==> config.mk <==
export PLATFORM = sky130hd
export DESIGN_NAME = ptp_frame_timestamping
export DESIGN_NICKNAME = d
export VERILOG_FILES = /design/src/rtl/ptp_stamp_pkg.sv /design/src/rtl/ptp_frame_timestamping.sv /design/src/rtl/ptp_tag_fifo.sv
export VERILOG_INCLUDE_DIRS = /design/src /design/src/rtl
export SDC_FILE = /design/constraint.sdc
export NUM_CORES = 1
export LEC_CHECK = 0
export BUFFER_PORTS_ARGS = -buffer_cell sky130_fd_sc_hd__buf_2
export CELL_PAD_IN_SITES_DETAIL_PLACEMENT = 1
export CELL_PAD_IN_SITES_GLOBAL_PLACEMENT = 1
export CORE_MARGIN = 2
export CORE_UTILIZATION = 35
export DETAILED_ROUTE_END_ITERATION = 12
export GPL_ROUTABILITY_DRIVEN = 0
export HOLD_SLACK_MARGIN = 0.02
export PLACE_DENSITY = 0.63
export SLEW_MARGIN = 20
export SYNTH_ARGS = -nofsm -noshare
export SYNTH_HDL_FRONTEND = slang
export SYNTH_SLANG_ARGS = --single-unit
==> constraint.sdc <==
create_clock -name clk_sys -period 2.7 [get_ports clk_sys]
set_clock_uncertainty 0.1 [all_clocks]
set_input_delay 0.27 -clock clk_sys [delete_from_list [all_inputs] [get_ports clk_sys]]
set_output_delay 0.27 -clock clk_sys [all_outputs]
set_load 0.005 [all_outputs]
==> src/rtl/ptp_stamp_cfg.svh <==
`ifndef PTP_STAMP_CFG_SVH
`define PTP_STAMP_CFG_SVH
// How it works
// - Operation 2'h0 takes no timestamp and leaves the outgoing frame untouched.
// - Operation 2'h2 takes a timestamp, reports it on the stamp outputs, and leaves the frame.
// - Operation 2'h3 is treated exactly like operation 2'h0.
// - The 16-bit tag input is ignored for frames that take no timestamp.
// - A stamped frame returns its own 16-bit tag and timestamp, unless it is restarted by a new start; its entry then goes out for the next frame.
// - The transmit stamp valid output is high for one cycle per reported stamp; the stamp outputs hold until the next one.
// - The transmit stamp is the transmit timer value when the frame start was taken.
// - The receive stamp is the receive timer value when the frame start was taken.
// - A failed tag store into the stamp fifo sets a write error flag held until tx path reset.
// - A failed tag fetch from the stamp fifo sets a read error flag held until tx path reset.

// widths
`define PTP_TIMER_W 80
`define PTP_TAG_W 16
`define PTP_OP_W 2
`define PTP_DATA_W 128
`define PTP_RX_SEGS 4
`define PTP_WORD_W 8
// operation codes
`define PTP_OP_NONE 2'h0
`define PTP_OP_ONE_STEP 2'h1
`define PTP_OP_TWO_STEP 2'h2
`define PTP_OP_RSVD 2'h3
// timer layouts, normal and transparent clock
`define PTP_SEC_LSB 32
`define PTP_TC_ZERO_BIT 63
`define PTP_TC_NS_LSB 16
// structure defaults
`define PTP_TAG_DEPTH 4
`define PTP_INSERT_WORD 1
`endif

==> src/rtl/ptp_stamp_pkg.sv <==
`include "ptp_stamp_cfg.svh"
package ptp_stamp_pkg;
    typedef logic [`PTP_TIMER_W-1:0] stamp_t;
    typedef logic [`PTP_TAG_W-1:0] tag_t;
    typedef logic [`PTP_OP_W-1:0] op_t;
    typedef logic [`PTP_RX_SEGS-1:0] segs_t;

    // one reported stamp with the tag that goes back with it
    typedef struct packed {
        tag_t tag;
        stamp_t stamp;
    } stamp_rec_t;

    // one beat of the transmit stream
    typedef struct packed {
        logic valid;
        logic sop;
        logic eop;
        logic [`PTP_DATA_W-1:0] data;
    } tx_beat_t;

    typedef enum logic [0:0] {TX_IDLE, TX_FRAME} tx_state_t;

    // whole state of the timestamping core
    typedef struct packed {
        tx_state_t state;
        logic one_step;
        logic stamped;
        logic [`PTP_WORD_W-1:0] word;
        stamp_t cap;
        tx_beat_t out;
        logic pend;
        logic valid;
        stamp_rec_t rec;
        segs_t rx_sop;
        stamp_t rx_stamp;
    } core_st_t;

    // true for the two codes that take a timestamp
    function automatic logic op_stamps(input op_t op);
        return (op == `PTP_OP_ONE_STEP) || (op == `PTP_OP_TWO_STEP);
    endfunction
endpackage

==> src/rtl/ptp_frame_timestamping.sv <==
`include "ptp_stamp_cfg.svh"
module ptp_frame_timestamping #(
    parameter int TAG_DEPTH = `PTP_TAG_DEPTH,
    parameter int INSERT_WORD = `PTP_INSERT_WORD
) (
    input logic clk_sys,
    input logic nrst,
    input logic tx_path_reset,
    input ptp_stamp_pkg::stamp_t tx_systimer,
    input ptp_stamp_pkg::stamp_t rx_systimer,
    input ptp_stamp_pkg::tx_beat_t tx_in,
    input ptp_stamp_pkg::op_t tx_stamp_operation,
    input ptp_stamp_pkg::tag_t tx_tag_in,
    output ptp_stamp_pkg::tx_beat_t tx_out,
    output logic tx_stamp_valid,
    output ptp_stamp_pkg::stamp_rec_t tx_stamp_rec,
    output logic tx_fifo_write_error,
    output logic tx_fifo_read_error,
    input ptp_stamp_pkg::segs_t rx_sop_in,
    output ptp_stamp_pkg::segs_t rx_sop_out,
    output logic rx_stamp_valid,
    output ptp_stamp_pkg::stamp_t rx_stamp
);
    import ptp_stamp_pkg::*;

    core_st_t st_q, st_d;
    logic sop_v, eop_v, in_frame;
    logic one_now, stamped_now;
    logic [`PTP_WORD_W-1:0] word_now;
    stamp_t ins_stamp;
    tx_beat_t beat;
    logic push, fifo_empty;
    stamp_rec_t push_rec, head_rec;

    ////////////////////////////////////////////////////////////////////////////////
    // stamp store between frame start and frame end

    assign push_rec = '{tag: tx_tag_in, stamp: tx_systimer};

    ptp_tag_fifo #(
        .DEPTH(TAG_DEPTH)
    ) u_fifo (
        .clk_sys(clk_sys),
        .nrst(nrst),
        .clear(tx_path_reset),
        .push(push),
        .push_rec(push_rec),
        .pop(st_q.pend),
        .head_rec(head_rec),
        .empty(fifo_empty),
        .full(),
        .wr_err(tx_fifo_write_error),
        .rd_err(tx_fifo_read_error)
    );

    ////////////////////////////////////////////////////////////////////////////////
    // transmit path

    // the capture plane is this block's input: the stamp is the timer in the sop beat
    assign sop_v = tx_in.valid && tx_in.sop;
    assign eop_v = tx_in.valid && tx_in.eop;
    assign in_frame = sop_v || (st_q.state == TX_FRAME);
    // a sop beat decides for itself, later beats follow what the sop decided
    assign one_now = sop_v ? (tx_stamp_operation == `PTP_OP_ONE_STEP) : st_q.one_step;
    assign stamped_now = sop_v ? op_stamps(tx_stamp_operation) : st_q.stamped;
    assign word_now = sop_v ? '0 : st_q.word;
    assign ins_stamp = sop_v ? tx_systimer : st_q.cap;

    always_comb begin
        st_d = st_q;
        beat = tx_in;
        push = 1'b0;
        st_d.pend = 1'b0;
        st_d.valid = 1'b0;
        if (sop_v) begin
            st_d.cap = tx_systimer;
            st_d.one_step = one_now;
            st_d.stamped = stamped_now;
            // tag is only looked at when the frame takes a stamp
            push = stamped_now;
        end
        // frame tracking; a sop inside a frame restarts it, and any eop ends it, so a
        // one-beat frame inside an open frame leaves no frame behind to count stray beats
        case (st_q.state)
            TX_IDLE: begin
                if (sop_v && !eop_v) begin
                    st_d.state = TX_FRAME;
                end
            end
            TX_FRAME: begin
                if (eop_v) begin
                    st_d.state = TX_IDLE;
                end
            end
            default: begin
                st_d.state = TX_IDLE;
            end
        endcase
        if (tx_in.valid && in_frame) begin
            // counter saturates so very long frames never reinsert
            if (word_now != '1) begin
                st_d.word = `PTP_WORD_W'(word_now + 1'b1);
            end else begin
                st_d.word = word_now;
            end
            // single-step frames that reach beat INSERT_WORD get the stamp written into that beat
            if (one_now && (word_now == `PTP_WORD_W'(INSERT_WORD))) begin
                beat.data[`PTP_TIMER_W-1:0] = ins_stamp;
            end
            // report at frame end; the pop waits a cycle so a one-beat frame
            // finds its own entry already stored
            st_d.pend = eop_v && stamped_now;
        end
        st_d.out = beat;
        // the fetched entry is presented for exactly one cycle
        st_d.valid = st_q.pend && !fifo_empty;
        if (st_q.pend && !fifo_empty) begin
            st_d.rec = head_rec;
        end
        if (tx_path_reset) begin
            st_d.state = TX_IDLE;
            st_d.one_step = 1'b0;
            st_d.stamped = 1'b0;
            st_d.word = '0;
            st_d.pend = 1'b0;
            st_d.valid = 1'b0;
            st_d.out = '0;
            push = 1'b0;
        end
        // receive: stamp and sop move through one register together, so the
        // stamp shows in the cycle the sop leaves; timer taken as is
        st_d.rx_sop = rx_sop_in;
        if (|rx_sop_in) begin
            st_d.rx_stamp = rx_systimer;
        end
    end

    // timers are same-clock inputs and are not resynchronised
    always_ff @(posedge clk_sys or negedge nrst) begin
        if (!nrst) begin
            st_q <= '0;
        end else begin
            st_q <= st_d;
        end
    end

    ////////////////////////////////////////////////////////////////////////////////
    // outputs

    assign tx_out = st_q.out;
    assign tx_stamp_valid = st_q.valid;
    assign tx_stamp_rec = st_q.rec;
    assign rx_sop_out = st_q.rx_sop;
    assign rx_stamp_valid = |st_q.rx_sop;
    assign rx_stamp = st_q.rx_stamp;
endmodule

==> src/rtl/ptp_tag_fifo.sv <==
`include "ptp_stamp_cfg.svh"
module ptp_tag_fifo #(
    parameter int DEPTH = `PTP_TAG_DEPTH
) (
    input logic clk_sys,
    input logic nrst,
    input logic clear,
    input logic push,
    input ptp_stamp_pkg::stamp_rec_t push_rec,
    input logic pop,
    output ptp_stamp_pkg::stamp_rec_t head_rec,
    output logic empty,
    output logic full,
    output logic wr_err,
    output logic rd_err
);
    import ptp_stamp_pkg::*;
    localparam int AW = (DEPTH > 1) ? $clog2(DEPTH) : 1;
    localparam int RW = $bits(stamp_rec_t);

    typedef struct packed {
        logic [DEPTH-1:0][RW-1:0] mem;
        logic [AW-1:0] wp;
        logic [AW-1:0] rp;
        logic [AW:0] cnt;
        logic wr_err;
        logic rd_err;
    } fifo_st_t;

    fifo_st_t st_q, st_d;
    logic do_push, do_pop;

    // pointer step with wrap, depth need not be a power of two
    function automatic logic [AW-1:0] nxt(input logic [AW-1:0] p);
        return (p == AW'(DEPTH - 1)) ? '0 : AW'(p + 1'b1);
    endfunction

    assign empty = (st_q.cnt == '0);
    assign full = (st_q.cnt == (AW + 1)'(DEPTH));
    assign head_rec = stamp_rec_t'(st_q.mem[st_q.rp]);
    assign wr_err = st_q.wr_err;
    assign rd_err = st_q.rd_err;

    // a pop in the same cycle frees room, so a full fifo still takes the push
    always_comb begin
        st_d = st_q;
        do_pop = pop && !empty;
        do_push = push && (!full || do_pop);
        if (do_push) begin
            st_d.mem[st_q.wp] = RW'(push_rec);
            st_d.wp = nxt(st_q.wp);
        end
        if (do_pop) begin
            st_d.rp = nxt(st_q.rp);
        end
        st_d.cnt = (AW + 1)'(st_q.cnt + (AW + 1)'(do_push) - (AW + 1)'(do_pop));
        if (clear) begin
            st_d.wp = '0;
            st_d.rp = '0;
            st_d.cnt = '0;
        end
        // a new error in the clearing cycle still sets the flag
        st_d.wr_err = (st_q.wr_err && !clear) || (push && !do_push);
        st_d.rd_err = (st_q.rd_err && !clear) || (pop && empty);
    end

    always_ff @(posedge clk_sys or negedge nrst) begin
        if (!nrst) begin
            st_q <= '0;
        end else begin
            st_q <= st_d;
        end
    end
endmodule

==> results of run 1 <==
[registers in the layout (all words and copies together), names as in the netlist]
register / cells
tx_stamp_rec: 96
u_fifo.st_q: 391
tx_out: 131
rx_stamp: 80
u_fifo.wr_err: 1
st_q: 92
tx_stamp_valid: 1
rx_sop_out: 4
u_fifo.rd_err: 1
[what timing repair did]
item                       CTS  global route
hold endpoints to repair   741             0
hold buffers               316             0
setup endpoints to repair    0             5
setup buffers                0             1
[power by group]
part           internal, mW  leakage [nW]  switching (mW)  total [mW]
clock network          7.31          1.48            5.05        12.4
registers              12.9          10.4           0.428        13.3
logic                  1.82          9.29            1.36        3.18
total                  22.0          21.2            6.84        28.9
[placed cells by master, fill, tap and decap left out, types with 12 or more instances in the layout]
master	netlist	layout
clkbuf_16	0	91
nand2_1	13	12
clkbuf_8	0	14
clkinv_2	0	19
inv_1	12	12
clkbuf_1	65	25
nor3b_1	82	82
buf_12	0	44
nor2b_1	56	56
mux4_2	96	96
buf_2	42	628
a31o_2	61	61
mux2_2	640	640
dlygate4sd3_1	0	316
dfrtp_1	797	795
buf_4	330	34
a31o_1	20	20
nor2_1	14	14
[cell families after synthesis]
logic type / count (synthesis) / share of synthesized area (%)
AOI/OAI and AO/OA: 113 / 2.69
adders and majority gates: 10 / 0.382
muxes: 739 / 27.0
buffers and inverters: 460 / 8.68
and+or+nand+nor: 199 / 3.76
xor gates and xnor gates: 2 / 0.0504
DFF: 797 / 57.4
[stage by stage]
| step | instance area (µm²) | std cells | hold WS, ns | util [%] |
|---|---|---|---|---|
| final | 44000 | 4355 | 0.105 | 44.7 |
| after global placement | 37800 | 3867 | 0.233 | 38.4 |
| after detailed placement | 37800 | 3867 | 0.225 | 38.4 |
| after CTS | 44000 | 4349 | 0.0406 | 44.7 |
| after global routing | 44000 | 4355 | 0.0717 | 44.7 |
| after floorplan | 34800 | 2320 | -0.126 | - |
[worst min-delay path by stage]
stage | endpoint | slack [ns] | startpoint | cells past startpoint
after floorplan | rx_sop_out[0] | -0.13 | nrst | 0
after global placement | tx_stamp_rec[36] | 0.23 | nrst | 1
after detailed placement | tx_stamp_rec[36] | 0.23 | nrst | 1
after CTS | st_q[393] | 0.04 | tx_in[130] | 4
after global routing | tx_out[130] | 0.07 | tx_in[130] | 3
final | st_q[393] | 0.11 | tx_in[130] | 4
[worst min-delay path, cell delays in order]
cell      delay [ns]
buf_2           0.15
buf_4           0.20
nand2b_1        0.12
a31oi_1         0.07
[layout make-up]
cell class,instances,area share (%)
Tap cell,1287,3.66
Sequential cell,797,45.4
Clock buffer,130,5.83
Antenna cell,5,0.0284
Timing Repair Buffer,1024,17.0
Multi-Input combinational cell,1063,27.0
Inverter,13,0.117
Clock inverter,36,1.02
[per-layer routing]
layer  routed length [µm]  up-vias
met5                   13        -
met1                39300    11400
met2                52500      533
met4                 3340        2
li1                     -     9321
met3                 4310      182
==> results.md, run 1 <==
* Initial antenna violation count at 7
* Vias/cell at 4.92
* Area of the multi-input gates at 11900 µm²
* Die X at 319 µm
* Critical Path AT at 2.92 ns
* Post-synth top area share at 57.4%
* Synth unique cells at 51
* Critical path startpoint: st_q[400]
* First-pass GRT wire length at 153000 µm
* Most frequent cell after synthesis: dfrtp_1
* Fin crit period at 2.48 ns
* Synthesis-to-finish area growth at 26.6%
* I/O Pins at 631
* Max VDD drop at 0.477 mV
* Max_cap viols at 0
* Remaining antenna violation count at 0
* Met2 usage at 35.3%
* Worst setup path category: flip-flop to flip-flop
* Cell taking the most area after synthesis: dfrtp_1
* FF-to-FF setup slack at 0.22 ns
* Reg2Reg Depth at 6
* Place WS at 0.115 ns
* Slew Viols, Final at 0
* Share of flip-flops with an asynchronous set or reset at 100%
* Tot GR Track Use at 19.5%
* P_leak at 21.2 nW
* Routed WL per cell at 22.8 µm
* Tcrit/Tclk final at 91.7%
* Critical R2R Launch: st_q[400]
* Main flop type after synthesis: dfrtp_1
* CP Depth at 6
* Most frequent cells after synthesis: dfrtp_1, mux2_2, buf_4
* WP data required at 3.14 ns
* Fillers at 9951
* Clock Latency Late Sink at 0.66 ns
* CTS tree: built
* Syn nets at 2646
* Gr ovfl total at 0
* Worst path most repeated cell: buf_12
* Post-Syn Instances at 2320
* DRT iter0 DRCs at 773
* Max Buffers Root-to-Sink at 3
* Total wire length at 99500 µm
* Crit-path max FO at 74
* CTS Buf Count at 91
* RSZ-0062 raised after global routing: no
* Die H at 319 µm
* Power Total at 28.9 mW
* Post-cts sizing count at 0
* CP delay by family, top: simple AND/OR/NAND/NOR gates
* Fin worst setup slack at 0.224 ns
* Master of the slowest instance on the critical path: or4bb_1
* GR Util met1 at 22.9%
* Flops & latches, synth at 797
* Effective utilization at floorplan at 35.3%
* DRC viols at 0
* Layer with the highest usage: met2
* Mapped Area at 34800 µm²
* Sequential cell area at 20000 µm²
* Sum Neg Setup Slack at 0 ns
* P per Cell Area at 656 nW/µm²
* Avg Inst Size Synth at 15.0 µm²
* Largest cells by area after synthesis: dfrtp_1, mux2_2, buf_4
* DIE AREA at 102000 µm²
* Fmax at 0.404 GHz
* Largest stage delay, worst path at 0.57 ns
* Port buffer count at 630
* Vias at 21400
* RR Endpoint: tx_out[19]
* Root Buffer: clkbuf_16
* CP bufs+invs at 2
* H-Tree Level Count at 3
* Final nets at 3316
* Crit path launch type: flip-flop
* Worst Setup EP: tx_out[19]
* Number of global-route vias before repair at 25000
* Final setup viols at 0
* Dpl hpwl at 63800 µm
* Max transition margin at 41.0%
* Worst Setup End Kind: flip-flop
* Status: finished, final reports clean
* Met3 Use GR at 3.97%
* Yosys warns at 0
* Hold Path Class: input pin to flip-flop
* Critical-path cell list: or4bb_1 -> o31ai_4 -> buf_12 -> buf_12 -> nor3b_1 -> a31o_2
* Post-synth EDFFs at 0
* Hold violation total from the final report at 0
* CORE AREA at 98400 µm²
* Largest net degree at the start of global routing at 101
* Register area share after synthesis at 57.4%
* Layout cells sized above 1 at 54.2%
* Least-Margin Pin Slew at 0.884 ns
* # clock sinks at 797
* CTS clk-pin slew, worst paths at 0.06 ns
* Pre-antenna DRT Iters at 4
* # rows at 115
Power figures use the tool's default switching activity.
==> run 2, diff against run 1 <==
--- a/config.mk
+++ b/config.mk
@@ -10,11 +10,11 @@
 export CELL_PAD_IN_SITES_DETAIL_PLACEMENT = 1
 export CELL_PAD_IN_SITES_GLOBAL_PLACEMENT = 1
 export CORE_MARGIN = 2
-export CORE_UTILIZATION = 35
+export CORE_UTILIZATION = 50
 export DETAILED_ROUTE_END_ITERATION = 12
 export GPL_ROUTABILITY_DRIVEN = 0
 export HOLD_SLACK_MARGIN = 0.02
-export PLACE_DENSITY = 0.63
+export PLACE_DENSITY = 0.86
 export SLEW_MARGIN = 20
 export SYNTH_ARGS = -nofsm -noshare
 export SYNTH_HDL_FRONTEND = slang
==> constraint.sdc (replaced) <==
create_clock -name clk_sys -period 3.1 [get_ports clk_sys]
set_clock_uncertainty 0.1 [all_clocks]
set_input_delay 0.31 -clock clk_sys [delete_from_list [all_inputs] [get_ports clk_sys]]
set_output_delay 0.31 -clock clk_sys [all_outputs]
set_load 0.05 [all_outputs]
==> run 2 against run 1 <==
  * Maximum frequency fell by 11%
  * Combinational power rose by 15%
  * Count of clock-buffer cells in the layout fell by 22
  * Critical path type unchanged
==> results.md, run 2 (synthesis results as in run 1) <==
* Status: finished, final reports clean
* H-Tree Level Count at 3
* WP data required at 3.50 ns
* Crit-path max FO at 40
* Vias/cell at 5.84
* Min-delay src: tx_in[50]
* Final setup viols at 0
* Max_cap viols at 0
* P per Cell Area at 606 nW/µm²
* # rows at 96
* # clock sinks at 797
* CP delay by family, top: simple AND/OR/NAND/NOR gates
* Met3 Use GR at 8.17%
* Max Buffers Root-to-Sink at 3
* Fin crit period at 2.80 ns
* Die H at 268 µm
* Dpl hpwl at 64300 µm
* Remaining antenna violation count at 0
* Met2 usage at 61.0%
* Sw frac at 27.9%
* Critical Path AT at 3.20 ns
* Total wire length at 123000 µm
* Master of the slowest instance on the critical path: dfrtp_1
* CORE AREA at 68700 µm²
* Flip-flop count of the largest register after layout at 391
* Layout cells sized above 1 at 54.6%
* Most common cell after layout, fill and taps aside: dfrtp_1
* DIE AREA at 71600 µm²
* Hold violation total from the final report at 0
* Post-CTS setup buffer count at 0
* I/O Pins at 631
* Clock Latency Late Sink at 0.64 ns
* Largest net degree at the start of global routing at 152
* P_sw at 7.25 mW
* Tcrit/Tclk final at 90.2%
* Internal power at 18.7 mW
* Reg2Reg Depth at 5
* Worst setup path category: flip-flop to flip-flop
* Commonest non-fill, non-tap cells in the layout: dfrtp_1, mux2_2, buf_2
* Routed WL per cell at 31.1 µm
* First-pass GRT wire length at 181000 µm
* Effective utilization at floorplan at 50.6%
* RR Endpoint: tx_out[60]
* Crit path launch type: flip-flop
* Port buffer count at 630
* Sequential fraction of design power at 45.1%
* DRC viols at 0
* P_leak at 20.9 nW
* Tot GR Track Use at 34.6%
* RSZ-0062 raised after global routing: no
* Fillers at 6433
* DRT iter0 DRCs at 1496
* Reg with most FFs: u_fifo.st_q
* CTS Buf Count at 83
* Vias at 23100
* Slew Viols, Final at 0
* CTS tree: built
* Critical R2R Launch: st_q[403]
* Hold Path Class: input pin to flip-flop
* CP bufs+invs at 1
* Clock power share at 40.8%
* Sequential cell area at 20000 µm²
* Gr ovfl total at 0
* Layer with the highest usage: met2
* Max transition margin at 38.3%
* Root Buffer: clkbuf_16
* Fmax at 0.358 GHz
* Hold depth at 3
* Worst Setup End Kind: flip-flop
* Comb pwr share at 14.1%
* Synthesis-to-finish area growth at 23.4%
* WHS Endpoint: tx_out[50]
* Sum Neg Setup Slack at 0 ns
* Area of the multi-input gates at 11800 µm²
* Pre-antenna DRT Iters at 5
* Final nets at 3270
* Largest stage delay, worst path at 0.61 ns
* Least-Margin Pin Slew at 0.926 ns
* Number of global-route vias before repair at 26700
* Max VDD drop at 0.378 mV
* FF-to-FF setup slack at 0.30 ns
* Final core area utilization at 62.4%
* Initial antenna violation count at 21
* GR Util met1 at 36.3%
* Critical-path cell list: or4bb_1 -> o31ai_4 -> buf_4 -> nor3b_1 -> a31o_1
* CTS clk-pin slew, worst paths at 0.06 ns
* Die X at 268 µm
-- run 2: cell types whose count changed in the layout (fill, tap and decap cells not counted), sizes merged --
cell	delta
buf	-14
clkbuf	-22
clkinv	+3
clkinvlp	+2
diode	+13
dlygate4sd3	-24
inv	+1
-- run 2: worst max-delay path by stage --
stage              startpoint                to  cells after the start
2_1_floorplan      tx_in[130]         st_q[393]                      9
3_3_place_gp   u_fifo.st_q[3]   u_fifo.st_q[89]                      6
3_5_place_dp   u_fifo.st_q[3]   u_fifo.st_q[94]                      6
4_1_cts        u_fifo.st_q[3]   u_fifo.st_q[94]                      6
5_1_grt        u_fifo.st_q[3]  u_fifo.st_q[249]                      6
6_report            st_q[403]        tx_out[60]                      5
-- run 2: worst reg2reg max path: stages, from the launching register on --
cell and delay, ns:
dfrtp_1 0.61, or4bb_1 0.59, o31ai_4 0.40, buf_4 0.50, nor3b_1 0.21, a31o_1 0.26
-- run 2: repair_timing --
item,CTS,global route
hold buffers,292,0
endpoints found under the hold margin,725,0
gates resized for setup,0,0
setup endpoints to repair,0,0
-- run 2: per-layer routing --
layer	up-vias	wire length (µm)
li1	9228	-
met3	488	7580
met1	12200	41400
met2	1160	64700
met4	8	9300
met5	-	57
-- run 2: power by group through the flow --
stage | clock (mW) | sequential, mW | combinational [mW]
global route | 11.1 | 11.8 | 3.83
floorplan | 0 | 11.6 | 2.30
global placement | 0 | 11.7 | 2.97
detailed placement | 0 | 11.8 | 3.14
finish | 10.6 | 11.7 | 3.66
CTS | 10.5 | 11.6 | 3.51
-- run 2: area by class of cell --
type / instances / share of cell area, %
clock inverter: 42 / 1.09
multi-input combinational: 1063 / 27.6
antenna: 18 / 0.105
sequential: 797 / 46.5
clock buffer: 108 / 5.43
timing repair buffer: 986 / 16.4
inverter: 13 / 0.117
tap: 931 / 2.72
-- run 2: metrics by stage --
stage	total power [mW]	hold slack [ns]	std cells	area (µm²)	setup slack [ns]
2_1_floorplan	13.9	-0.0856	2320	34800	0.277
3_3_place_gp	14.7	0.255	3498	37100	0.467
3_5_place_dp	14.9	0.269	3498	37100	0.424
4_1_cts	25.6	0.0217	3940	42900	0.372
5_1_grt	26.7	0.0196	3956	42900	0.267
6_report	26.0	0.0165	3958	42900	0.303
==> run 3, diff against run 2 <==
--- a/config.mk
+++ b/config.mk
@@ -10,11 +10,12 @@
 export CELL_PAD_IN_SITES_DETAIL_PLACEMENT = 1
 export CELL_PAD_IN_SITES_GLOBAL_PLACEMENT = 1
 export CORE_MARGIN = 2
-export CORE_UTILIZATION = 50
+export CORE_UTILIZATION = 45
+export CTS_BUF_LIST = sky130_fd_sc_hd__clkbuf_8
 export DETAILED_ROUTE_END_ITERATION = 12
 export GPL_ROUTABILITY_DRIVEN = 0
 export HOLD_SLACK_MARGIN = 0.02
-export PLACE_DENSITY = 0.86
+export PLACE_DENSITY = 0.78
 export SLEW_MARGIN = 20
 export SYNTH_ARGS = -nofsm -noshare
 export SYNTH_HDL_FRONTEND = slang
==> run 3 against run 2 <==
  * Sequential power about the same
  * Non-clock buffer count increased by 20
  * Via count decreased by 3.6%
  * Critical path depth increased by 1
  * Die area increased by 11%
  * Sequential cell count unchanged
==> results.md, run 3 (synthesis results as in run 1) <==
* Status: finished, final reports clean
* Critical path startpoint: st_q[403]
* WHS Endpoint: rx_sop_out[3]
* Hold buffer count at cts at 327
* Sw frac at 27.7%
* Total wire length at 109000 µm
* Sequential fraction of design power at 46.1%
* Max VDD drop at 0.457 mV
* CTS clk-pin slew, worst paths at 0.07 ns
* Largest net degree at the start of global routing at 111
* Initial antenna violation count at 11
* Comb pwr share at 13.9%
* Met3 routed WL at 6110 µm
* DRT iter0 DRCs at 1072
* # rows at 101
* Hold Path Class: input pin to flip-flop
* Fmax at 0.331 GHz
* Top sig layer: met4
* Clock Latency Late Sink at 0.77 ns
* Synthesis-to-finish area growth at 24.3%
* Worst setup path category: flip-flop to flip-flop
* Final setup viols at 0
* Most common cell after layout, fill and taps aside: dfrtp_1
* Vias at 22300
* Final core area utilization at 56.7%
* DIE AREA at 79500 µm²
* Die H at 282 µm
* Max_cap viols at 0
* # clock sinks at 797
* Remaining antenna violation count at 0
* Root Buffer: clkbuf_8
* P_sw at 7.02 mW
* Post-CTS setup buffer count at 0
* First-pass GRT wire length at 163000 µm
* P_leak at 21.2 nW
* Hold depth at 2
* Sum Neg Setup Slack at 0 ns
* Critical R2R Launch: st_q[403]
* Max transition margin at 41.4%
* Tcrit/Tclk final at 97.6%
* Effective utilization at floorplan at 45.6%
* RR Endpoint: tx_out[61]
* WP data required at 3.68 ns
* Critical Path AT at 3.61 ns
* Gr ovfl total at 0
* I/O Pins at 631
* Number of global-route vias before repair at 26200
* Power Total at 25.3 mW
* Least-Margin Pin Slew at 0.879 ns
* Vias/cell at 5.35
* Flip-flop count of the largest register after layout at 391
* RSZ-0062 raised after global routing: no
* Port buffer count at 630
* Reg2Reg Depth at 6
* Pre-antenna DRT Iters at 5
* Hold violation total from the final report at 0
* P per Cell Area at 585 nW/µm²
* Post-cts sizing count at 0
* Die X at 282 µm
* Min-delay src: rx_sop_in[3]
* Crit path launch type: flip-flop
* Internal power at 18.3 mW
* Crit-path max FO at 60
* Final nets at 3347
* WL met2 at 56700 µm
* Reg with most FFs: u_fifo.st_q
* Routed WL per cell at 26.1 µm
* Wl on met1 at 40100 µm
* Tot GR Track Use at 27.4%
* Dpl hpwl at 61600 µm
* Fin crit period at 3.02 ns
* Slew Viols, Final at 0
* H-Tree Level Count at 4
* Worst Setup End Kind: flip-flop
* Clock power share at 40.0%
* DRC viols at 0
* Commonest non-fill, non-tap cells in the layout: dfrtp_1, mux2_2, buf_2
* CORE AREA at 76200 µm²
* CTS tree: built
* CTS Buf Count at 140
* Layout cells sized above 1 at 54.1%
* FF-to-FF setup slack at 0.08 ns
* Max Buffers Root-to-Sink at 3
-- run 3: cell count changes in the layout (fill, tap and decap cells not counted), sizes merged, moves of 5 or more --
cell	delta
inv	+45
diode	-7
buf	-14
dlygate4sd3	+34
bufinv	-5
clkinv	-17
clkbuf	+74
-- run 3: through the flow --
| step | std cells | setup WS, ns | hold WS, ns | area [µm²] |
|---|---|---|---|---|
| 2_1_floorplan | 2320 | 0.277 | -0.0856 | 34800 |
| 5_1_grt | 4166 | 0.00809 | 0.0915 | 43200 |
| 3_5_place_dp | 3582 | 0.352 | 0.226 | 37000 |
| 6_report | 4166 | 0.0756 | 0.136 | 43200 |
| 4_1_cts | 4155 | 0.194 | 0.0274 | 43200 |
| 3_3_place_gp | 3582 | 0.305 | 0.215 | 37000 |
-- run 3: worst max-delay path, cell delays in order, from the launching register on --
cell and delay (ns):
dfrtp_1 0.56, or4bb_1 0.58, o31ai_4 0.37, buf_12 0.31, nor3b_1 0.12, dlygate4sd3_1 0.61, a31o_1 0.22
-- run 3: layout make-up --
| type | instances | area (µm²) |
|---|---|---|
| fill | 7390 | 33000 |
| sequential | 797 | 20000 |
| multi-input combinational | 1063 | 11900 |
| timing repair buffer | 1006 | 7110 |
| clock buffer | 182 | 2500 |
| tap | 1030 | 1290 |
| clock inverter | 64 | 407 |
| inverter | 13 | 50.0 |
| antenna | 11 | 27.5 |
-- run 3: how the worst max path moves through the flow --
| stage | to | slack [ns] | cells past startpoint |
|---|---|---|---|
| after global routing | tx_out[61] | 0.008 | 6 |
| after global placement | u_fifo.st_q[259] | 0.30 | 7 |
| after CTS | tx_out[1] | 0.19 | 6 |
| after floorplan | st_q[393] | 0.28 | 9 |
| after detailed placement | u_fifo.st_q[286] | 0.35 | 7 |
| final | tx_out[61] | 0.08 | 6 |
-- run 3: routing by layer --
layer  up-vias  track usage, %
met4         0            15.3
li1       9379               -
met5         -               0
met1     11800            30.2
met3       293            6.44
met2       803            48.5
-- run 3: power by group through the flow --
stage          logic, mW  registers [mW]  clock network (mW)
2_1_floorplan       2.30            11.6                   0
6_report            3.52            11.7                10.1
4_1_cts             3.45            11.6                10.2
3_3_place_gp        2.96            11.7                   0
3_5_place_dp        3.09            11.8                   0
5_1_grt             3.73            11.7                10.8
